File: src/design/sensor_support_config_defs.vh
// Constants for the support configuration register slice.
// Assumes inclusion by bare name from the design directory.
`ifndef SENSOR_SUPPORT_CONFIG_DEFS_VH
`define SENSOR_SUPPORT_CONFIG_DEFS_VH

// ==========================================
// Register addresses (9-bit serial address)
`define ADDR_SERIAL_DRIVER_BIAS 9'h044
`define ADDR_BIAS_SPARE_AFE_REF 9'h046
`define ADDR_PUMP_CONTROL       9'h048
`define ADDR_SPARE_BLOCK_WORD0  9'h050
`define ADDR_SPARE_BLOCK_WORD1  9'h051
`define ADDR_THERMAL_DIODE_CTRL 9'h060
`define ADDR_THERMAL_RESULT     9'h061
`define ADDR_SERIAL_LANE_POWER  9'h070
`define ADDR_DARK_LEVEL_CAL     9'h080
`define ADDR_DARK_CAL_ERROR     9'h089

// ==========================================
// Reset values
`define RST_SERIAL_DRIVER_BIAS  16'h0088
`define RST_BIAS_SPARE_AFE_REF  16'h8888
`define RST_PUMP_CONTROL        16'h1200
`define RST_SPARE_BLOCK_WORD0   16'h0000
`define RST_SPARE_BLOCK_WORD1   16'h8881
`define RST_THERMAL_DIODE_CTRL  16'h0000
`define RST_THERMAL_RESULT      8'h00
`define RST_SERIAL_LANE_POWER   16'h0000
`define RST_DARK_LEVEL_CAL      16'h4008

// ==========================================
// Field positions
`define PUMP_PD_EN_BIT          0
`define PUMP_FD_EN_BIT          1
`define PUMP_PD_TRIM            10:8
`define PUMP_FD_TRIM            14:12
`define TEMP_DIODE_EN_BIT       0
`define LANE_CLK_PWR_BIT        0
`define LANE_SYNC_PWR_BIT       1
`define LANE_DATA_PWR_BIT       2
`define DARK_TARGET             7:0
`define DARK_SAMPLES            10:8

// ==========================================
// Serial frame layout: 9 address bits, 1 write bit, 16 data bits
`define FRAME_HDR_BITS          5'd10
`define FRAME_LAST_BIT          5'd26
`define FRAME_CNT_W             5

`endif

File: src/design/sensor_support_config_regs.v
// Support configuration register slice: bias, pump, thermal, lane power, dark level.
// Assumes a host driving the four-wire serial port slowly against clock_i,
// and a datapath that reports black samples and window ends on clock_i.
//
// Notes on behaviour
// - Pump word resets to 0x1200; bits 0 and 1 enable the two pumps.
// - Pump word holds trim fields 10:8 default 2 and 14:12 default 1.
// - Thermal diode enable at bit 0 resets off; 8-bit result reads zero after reset.
// - Lane power bits 0 clock and 1 sync are active-low power-downs, reset 0.
// - Bit 2 powers all four data lanes together, reset cleared.
// - Dark level word resets to 0x4008; bits 7:0 give the target black level.
// - Bits 10:8 select averaged black samples as two to that power.
// - Per-channel error flag when fewer black samples arrive than required.
`timescale 1ns/100ps
`include "sensor_support_config_defs.vh"
`default_nettype none

module sensor_support_config_regs #(
    parameter CHANNELS = 8,
    parameter CNT_W    = 8
) (
    // Clock and reset
    input  wire                clock_i,
    input  wire                rst_b_i,
    // Serial host port
    input  wire                spi_sck_i,
    input  wire                spi_cs_b_i,
    input  wire                spi_mosi_i,
    output reg                 spi_miso_o,
    output reg                 spi_miso_oe_b_o,
    // Analog control outputs
    output reg  [15:0]         serial_driver_bias_o,
    output reg  [15:0]         bias_spare_afe_ref_o,
    output reg  [15:0]         spare_block_word0_o,
    output reg  [15:0]         spare_block_word1_o,
    output reg                 pump_pd_enable_o,
    output reg                 pump_fd_enable_o,
    output reg  [2:0]          pump_pd_trim_o,
    output reg  [2:0]          pump_fd_trim_o,
    output reg                 thermal_diode_enable_o,
    output reg                 clock_lane_pwr_n_o,
    output reg                 sync_lane_pwr_n_o,
    output reg  [3:0]          data_lane_pwr_n_o,
    output reg  [7:0]          dark_target_o,
    output reg  [2:0]          dark_samples_o,
    output reg  [CHANNELS-1:0] dark_cal_error_o,
    // Thermal readout, asynchronous to clock_i
    input  wire [7:0]          thermal_code_i,
    // Datapath black sample reporting, on clock_i
    input  wire [CHANNELS-1:0] black_sample_i,
    input  wire                black_window_end_i
);

    // ==========================================
    // Input synchronisers
    reg  [2:0]          sck_sync_q;
    reg  [1:0]          cs_sync_q;
    reg  [1:0]          mosi_sync_q;
    reg  [7:0]          therm_meta_q;
    reg  [7:0]          therm_sync_q;
    reg  [7:0]          therm_hold_q;

    always @(posedge clock_i or negedge rst_b_i) begin
        if (!rst_b_i) begin
            sck_sync_q   <= 3'h0;
            cs_sync_q    <= 2'h3;
            mosi_sync_q  <= 2'h0;
            therm_meta_q <= 8'h00;
            therm_sync_q <= 8'h00;
            therm_hold_q <= 8'h00;
        end else begin
            sck_sync_q   <= {sck_sync_q[1:0], spi_sck_i};
            cs_sync_q    <= {cs_sync_q[0], spi_cs_b_i};
            mosi_sync_q  <= {mosi_sync_q[0], spi_mosi_i};
            therm_meta_q <= thermal_code_i;
            therm_sync_q <= therm_meta_q;
            therm_hold_q <= therm_sync_q;
        end
    end

    // Edges compare the second and third stages, never the first
    wire sck_rise = sck_sync_q[1] & ~sck_sync_q[2];
    wire sck_fall = ~sck_sync_q[1] & sck_sync_q[2];
    wire cs_on    = ~cs_sync_q[1];

    // ==========================================
    // Register storage
    reg  [15:0]         pump_q;
    reg  [15:0]         therm_ctrl_q;
    reg  [7:0]          therm_result_q;
    reg  [15:0]         lane_pwr_q;
    reg  [15:0]         dark_cal_q;

    // ==========================================
    // Read decode, used at header end
    function [15:0] read_word;
        input [8:0] addr;
        begin
            case (addr)
                `ADDR_SERIAL_DRIVER_BIAS: read_word = serial_driver_bias_o;
                `ADDR_BIAS_SPARE_AFE_REF: read_word = bias_spare_afe_ref_o;
                `ADDR_PUMP_CONTROL:       read_word = pump_q;
                `ADDR_SPARE_BLOCK_WORD0:  read_word = spare_block_word0_o;
                `ADDR_SPARE_BLOCK_WORD1:  read_word = spare_block_word1_o;
                `ADDR_THERMAL_DIODE_CTRL: read_word = therm_ctrl_q;
                `ADDR_THERMAL_RESULT:     read_word = {8'h00, therm_result_q};
                `ADDR_SERIAL_LANE_POWER:  read_word = lane_pwr_q;
                `ADDR_DARK_LEVEL_CAL:     read_word = dark_cal_q;
                `ADDR_DARK_CAL_ERROR:     read_word = {{(16-CHANNELS){1'b0}}, dark_cal_error_o};
                default:                  read_word = 16'h0000;
            endcase
        end
    endfunction

    // ==========================================
    // Serial frame engine
    reg  [`FRAME_CNT_W-1:0] bit_cnt_q;
    reg  [25:0]             shift_in_q;
    reg  [15:0]             shift_out_q;
    reg                     is_read_q;

    wire [25:0] shift_in_d = {shift_in_q[24:0], mosi_sync_q[1]};
    wire [4:0]  bit_cnt_d  = bit_cnt_q + 5'd1;
    // Commit only on the 26th bit of a write frame; bits after it in a longer frame are ignored
    wire        commit     = cs_on & sck_rise & (bit_cnt_d == `FRAME_LAST_BIT) & ~is_read_q;
    wire [8:0]  wr_addr    = shift_in_d[25:17];
    wire [15:0] wr_data    = shift_in_d[15:0];
    wire [15:0] rd_word    = read_word(shift_in_d[9:1]);

    always @(posedge clock_i or negedge rst_b_i) begin
        if (!rst_b_i) begin
            bit_cnt_q       <= 5'h00;
            shift_in_q      <= 26'h0000000;
            shift_out_q     <= 16'h0000;
            is_read_q       <= 1'b0;
            spi_miso_o      <= 1'b0;
            spi_miso_oe_b_o <= 1'b1;
        end else if (!cs_on) begin
            bit_cnt_q       <= 5'h00;
            is_read_q       <= 1'b0;
            spi_miso_oe_b_o <= 1'b1;
        end else if (sck_rise) begin
            if (bit_cnt_q != `FRAME_LAST_BIT) begin
                bit_cnt_q <= bit_cnt_d;
            end
            shift_in_q <= shift_in_d;
            if (bit_cnt_d == `FRAME_HDR_BITS && !shift_in_d[0]) begin
                // Read: first data bit appears before the next rising edge
                is_read_q       <= 1'b1;
                spi_miso_o      <= rd_word[15];
                shift_out_q     <= {rd_word[14:0], 1'b0};
                spi_miso_oe_b_o <= 1'b0;
            end
        end else if (sck_fall && is_read_q && bit_cnt_q > `FRAME_HDR_BITS
                     && bit_cnt_q < `FRAME_LAST_BIT) begin
            spi_miso_o  <= shift_out_q[15];
            shift_out_q <= {shift_out_q[14:0], 1'b0};
        end
    end

    // ==========================================
    // Writable registers
    // Reserved bits are stored as written; the host keeps them at default
    always @(posedge clock_i or negedge rst_b_i) begin
        if (!rst_b_i) begin
            serial_driver_bias_o <= `RST_SERIAL_DRIVER_BIAS;
            bias_spare_afe_ref_o <= `RST_BIAS_SPARE_AFE_REF;
            pump_q               <= `RST_PUMP_CONTROL;
            spare_block_word0_o  <= `RST_SPARE_BLOCK_WORD0;
            spare_block_word1_o  <= `RST_SPARE_BLOCK_WORD1;
            therm_ctrl_q         <= `RST_THERMAL_DIODE_CTRL;
            lane_pwr_q           <= `RST_SERIAL_LANE_POWER;
            dark_cal_q           <= `RST_DARK_LEVEL_CAL;
        end else if (commit) begin
            case (wr_addr)
                `ADDR_SERIAL_DRIVER_BIAS: serial_driver_bias_o <= wr_data;
                `ADDR_BIAS_SPARE_AFE_REF: bias_spare_afe_ref_o <= wr_data;
                `ADDR_PUMP_CONTROL:       pump_q               <= wr_data;
                `ADDR_SPARE_BLOCK_WORD0:  spare_block_word0_o  <= wr_data;
                `ADDR_SPARE_BLOCK_WORD1:  spare_block_word1_o  <= wr_data;
                `ADDR_THERMAL_DIODE_CTRL: therm_ctrl_q         <= wr_data;
                `ADDR_SERIAL_LANE_POWER:  lane_pwr_q           <= wr_data;
                `ADDR_DARK_LEVEL_CAL:     dark_cal_q           <= wr_data;
                default: ;
            endcase
        end
    end

    // ==========================================
    // Field outputs, registered one cycle after storage
    always @(posedge clock_i or negedge rst_b_i) begin
        if (!rst_b_i) begin
            pump_pd_enable_o       <= 1'b0;
            pump_fd_enable_o       <= 1'b0;
            pump_pd_trim_o         <= 3'h2;
            pump_fd_trim_o         <= 3'h1;
            thermal_diode_enable_o <= 1'b0;
            clock_lane_pwr_n_o     <= 1'b0;
            sync_lane_pwr_n_o      <= 1'b0;
            data_lane_pwr_n_o      <= 4'h0;
            dark_target_o          <= 8'h08;
            dark_samples_o         <= 3'h0;
            therm_result_q         <= `RST_THERMAL_RESULT;
        end else begin
            pump_pd_enable_o       <= pump_q[`PUMP_PD_EN_BIT];
            pump_fd_enable_o       <= pump_q[`PUMP_FD_EN_BIT];
            pump_pd_trim_o         <= pump_q[`PUMP_PD_TRIM];
            pump_fd_trim_o         <= pump_q[`PUMP_FD_TRIM];
            thermal_diode_enable_o <= therm_ctrl_q[`TEMP_DIODE_EN_BIT];
            clock_lane_pwr_n_o     <= lane_pwr_q[`LANE_CLK_PWR_BIT];
            sync_lane_pwr_n_o      <= lane_pwr_q[`LANE_SYNC_PWR_BIT];
            data_lane_pwr_n_o      <= {4{lane_pwr_q[`LANE_DATA_PWR_BIT]}};
            dark_target_o          <= dark_cal_q[`DARK_TARGET];
            dark_samples_o         <= dark_cal_q[`DARK_SAMPLES];
            // Readout follows the diode only while it is enabled; holds otherwise
            // A code caught mid-change never lands: two synced samples must agree
            if (therm_ctrl_q[`TEMP_DIODE_EN_BIT] && (therm_sync_q == therm_hold_q)) begin
                therm_result_q <= therm_sync_q;
            end
        end
    end

    // ==========================================
    // Black sample counting per channel
    // Counters saturate, so a long window never wraps into a false error
    wire [CNT_W:0] need = {{CNT_W{1'b0}}, 1'b1} << dark_cal_q[`DARK_SAMPLES];
    reg  [CNT_W:0] black_cnt_q [0:CHANNELS-1];
    integer        ch;

    always @(posedge clock_i or negedge rst_b_i) begin
        if (!rst_b_i) begin
            dark_cal_error_o <= {CHANNELS{1'b0}};
            for (ch = 0; ch < CHANNELS; ch = ch + 1) begin
                black_cnt_q[ch] <= {(CNT_W+1){1'b0}};
            end
        end else begin
            for (ch = 0; ch < CHANNELS; ch = ch + 1) begin
                if (black_window_end_i) begin
                    dark_cal_error_o[ch] <= (black_cnt_q[ch] < need);
                    black_cnt_q[ch]      <= {(CNT_W+1){1'b0}};
                end else if (black_sample_i[ch] && !black_cnt_q[ch][CNT_W]) begin
                    black_cnt_q[ch] <= black_cnt_q[ch] + {{CNT_W{1'b0}}, 1'b1};
                end
            end
        end
    end

endmodule

`default_nettype wire

File: config.mk
export PLATFORM = sky130hd
export DESIGN_NAME = sensor_support_config_regs
export DESIGN_NICKNAME = d
export VERILOG_FILES = /design/src/design/sensor_support_config_regs.v
export VERILOG_INCLUDE_DIRS = /design/src /design/src/design
export SDC_FILE = /design/constraint.sdc
export NUM_CORES = 1
export LEC_CHECK = 0
export ABC_AREA = 1
export BUFFER_PORTS_ARGS = -buffer_cell sky130_fd_sc_hd__buf_4
export CORE_UTILIZATION = 35
export DETAILED_ROUTE_END_ITERATION = 8
export PLACE_DENSITY = 0.52
export SLEW_MARGIN = 20
export SYNTH_ARGS = -nofsm -noshare
export SYNTH_HDL_FRONTEND = slang
export SYNTH_SLANG_ARGS = --single-unit
File: constraint.sdc
create_clock -name clock_i -period 3.9 [get_ports clock_i]
set_input_delay 0.39 -clock clock_i [delete_from_list [all_inputs] [get_ports clock_i]]
set_output_delay 0.39 -clock clock_i [all_outputs]
set_load 0.01 [all_outputs]
==> results.toml <==
[power]
power_density_nw_per_um2 = 438
ir_worst_vdd_mv = 0.228
p_total_mw = 8.00
p_leak_nw = 9.03

[timing]
whs_ps = 184
tightest_slew_ps = 896
slew_violations = 0
finalSetupViolations = 0
fmaxAchievable_mhz = 372
hold_viol_final = 0
finalCriticalPeriod_ps = 2690
final.setup.tns_ps = 0
fin_crit_sh_pct = 68.9
finClkSkew_ps = 14.1
slew_headroom_pct = 40.3
rsz0062_at_grt = "false"

[cts]
cts.sink_count = 318
clock_latency_ps = 550
cts_tree = "yes"
root_buffer = "clkbuf_16"
cts_made_buffers = 38
cts_htree_levels = 2
clk_path_buf_depth = 3
path_clk_slew_ps = 60

[finish]
fin_nets = 2015
num-fill-cells = 4309
regArea_sq_um = 7980
diodes = 0
fin_cells = 2539
drive_gt1_share_pct = 13.9
fin_util_pct = 42.4
multiInputGateArea_sq_um = 6400
area_growth_pct = 19.1

[drt]
dr.pass1.iters = 5
vias = 12700
first_iter_violations = 928
vias_per_cell = 4.99
routed_wl_um = 45700
post_drt_wl_per_cell_um = 18.0
ant_nets = 0
post-route-drc-count = 0

[critical_path]
worst-path-max-fanout = 12
cp.arrival_ps = 3160
end_kind = "flip-flop"
required_ps = 4370
path_class = "flip-flop to flip-flop"
start_kind = "flip-flop"

[synthesis]
ys.warnings.count = 0
synth_area_leaders = "dfrtp_1 (49%), nand2_1 (11%), ha_1 (5.5%)"
synth.most_common_cell = "nand2_1"
synth_common_cells = "nand2_1 (448), dfrtp_1 (298), nor2_1 (191)"
ys_seq_area_share_pct = 52.1
synth_area_sq_um = 15300
synth-seq-cells = 318
synth_nets = 1894
synth_area_per_cell_sq_um = 8.48
yosys.cell_types.count = 44
synth_edf_count = 0
yosysTopAreaCellShare_pct = 48.7
async_flop_share_pct = 100
yosys.area.top_type = "dfrtp_1"
ys.flop_type = "dfrtp_1"
synthCells = 1805

[floorplan]
rows = 76
die_area_sq_um = 44600
core_sq_um = 43100
start_util_pct = 35.6
die_x_um = 211
num_io_pins = 122
die_h_um = 211

[global_routing]
grt_pass1_vias = 12100
track_usage_pct = 20.9
grt_pass1_wl_um = 71400
grt_max_degree = 104
grt_antenna_before_repair = 0
overflow = 0

[place]
dpl.hpwl_um = 32200
placedCellCount = 2459
gp_congestion = 0.927
portBuffers = 121

[outcome]
status = "completed"

[flow_run]
maxCapViolCount = 0

[hold_path]
hold_path.class = "input pin to flip-flop"
cell type report:
class                           count  share of cell area (%)
Clock buffer                       57                    6.34
Clock inverter                     11                    1.00
Inverter                          152                    3.15
Multi-Input combinational cell   1264                    35.1
Sequential cell                   318                    43.7
Tap cell                          585                    4.01
Timing Repair Buffer              152                    6.67
critical path: stages, from the launching register on:
cell	delay, ps
dfrtp_1	420
inv_1	410
nand2_1	170
nor2_1	680
buf_4	310
nand3_1	100
o21ai_0	130
nor2_1	90
nand2_1	90
nand2_1	50
a21oi_1	150
registers in the layout, indices dropped and copies added, names as in the netlist, 5 cells and up:
| signal | cells |
|---|---|
| pump_q | 16 |
| therm_result_q | 8 |
| therm_ctrl_q | 16 |
| spare_block_word0_o | 16 |
| dark_cal_q | 16 |
| shift_out_q | 15 |
| therm_sync_q | 8 |
| serial_driver_bias_o | 16 |
| lane_pwr_q | 16 |
| bias_spare_afe_ref_o | 16 |
| therm_hold_q | 8 |
| spare_block_word1_o | 16 |
| bit_cnt_q | 5 |
| black_cnt_q | 72 |
| shift_in_q | 25 |
| dark_target_o | 8 |
| dark_cal_error_o | 8 |
| therm_meta_q | 8 |
logic make-up after synthesis:
group | count (synthesis) | synth area share, %
flip-flops | 318 | 52.1
buffers and inverters | 223 | 6.10
adder cells (fa/ha/maj) | 67 | 5.47
AO/OA/AOI/OAI | 284 | 9.93
XOR/XNOR | 6 | 0.392
AND/OR/NAND/NOR | 901 | 25.5
multiplexers | 6 | 0.441
path summary, 6_finish.rpt:
check | from | endpoint | slack [ps] | depth (start not counted)
max in group asynchronous | rst_b_i | dark_cal_q[3] | 2360 | 3
min in group asynchronous | rst_b_i | serial_driver_bias_o[13] | 510 | 2
hold / removal | black_sample_i[2] | black_cnt_q[46] | 180 | 4
hold reg to reg | therm_meta_q[1] | therm_sync_q[1] | 340 | 0
setup / recovery | shift_in_q[6] | shift_out_q[12] | 1210 | 10
setup reg to reg | shift_in_q[6] | shift_out_q[12] | 1210 | 10
layout by cell type, fill, tap and decap left out, drive strengths merged:
| master | instances |
|---|---|
| o21a | 10 |
| buf | 140 |
| ha | 67 |
| o31ai | 1 |
| and2 | 1 |
| nand3b | 1 |
| clkbuf | 57 |
| nor2 | 201 |
| clkinv | 6 |
| dfrtp | 298 |
| bufinv | 5 |
| xor2 | 4 |
| clkinvlp | 1 |
| dlygate4sd3 | 12 |
| a21oi | 79 |
| xnor2 | 2 |
| o211ai | 1 |
| nand3 | 154 |
| inv | 151 |
| o21ai | 174 |
| nand2 | 457 |
| nand4 | 34 |
| a21o | 7 |
| nor3b | 14 |
| o2111ai | 2 |
| or2 | 1 |
| dfstp | 20 |
| a211oi | 7 |
| mux2 | 6 |
| o22ai | 3 |
| nor3 | 38 |
layer usage:
metal  up-vias  track usage (%)  share of wire (%)
met5         -                0                  0
met4         0             5.95                2.4
met3        68             4.06                6.4
met2       358             31.0                 43
met1      6054             30.9                 48
li1       6178                -                  -
where the power goes:
group	switching [mW]	internal [mW]
clock network	1.41	2.38
registers	0.115	3.40
logic	0.515	0.185
total	2.04	5.96
through the flow:
stage | instance area, sq um | setup slack (ps)
finish | 18200 | 1210
global route | 18200 | 1010
CTS | 18200 | 1270
detailed placement | 16800 | 1290
global placement | 16800 | 1260
floorplan | 15300 | 2090
what timing repair did:
action                                 CTS  global route
buffers inserted                         0             0
endpoints found under the hold margin   93             0
hold buffers                            12             0
setup endpoints to repair                0             0
gates resized for setup                  0             0
Note: power is estimated with default switching activity, not from simulation.
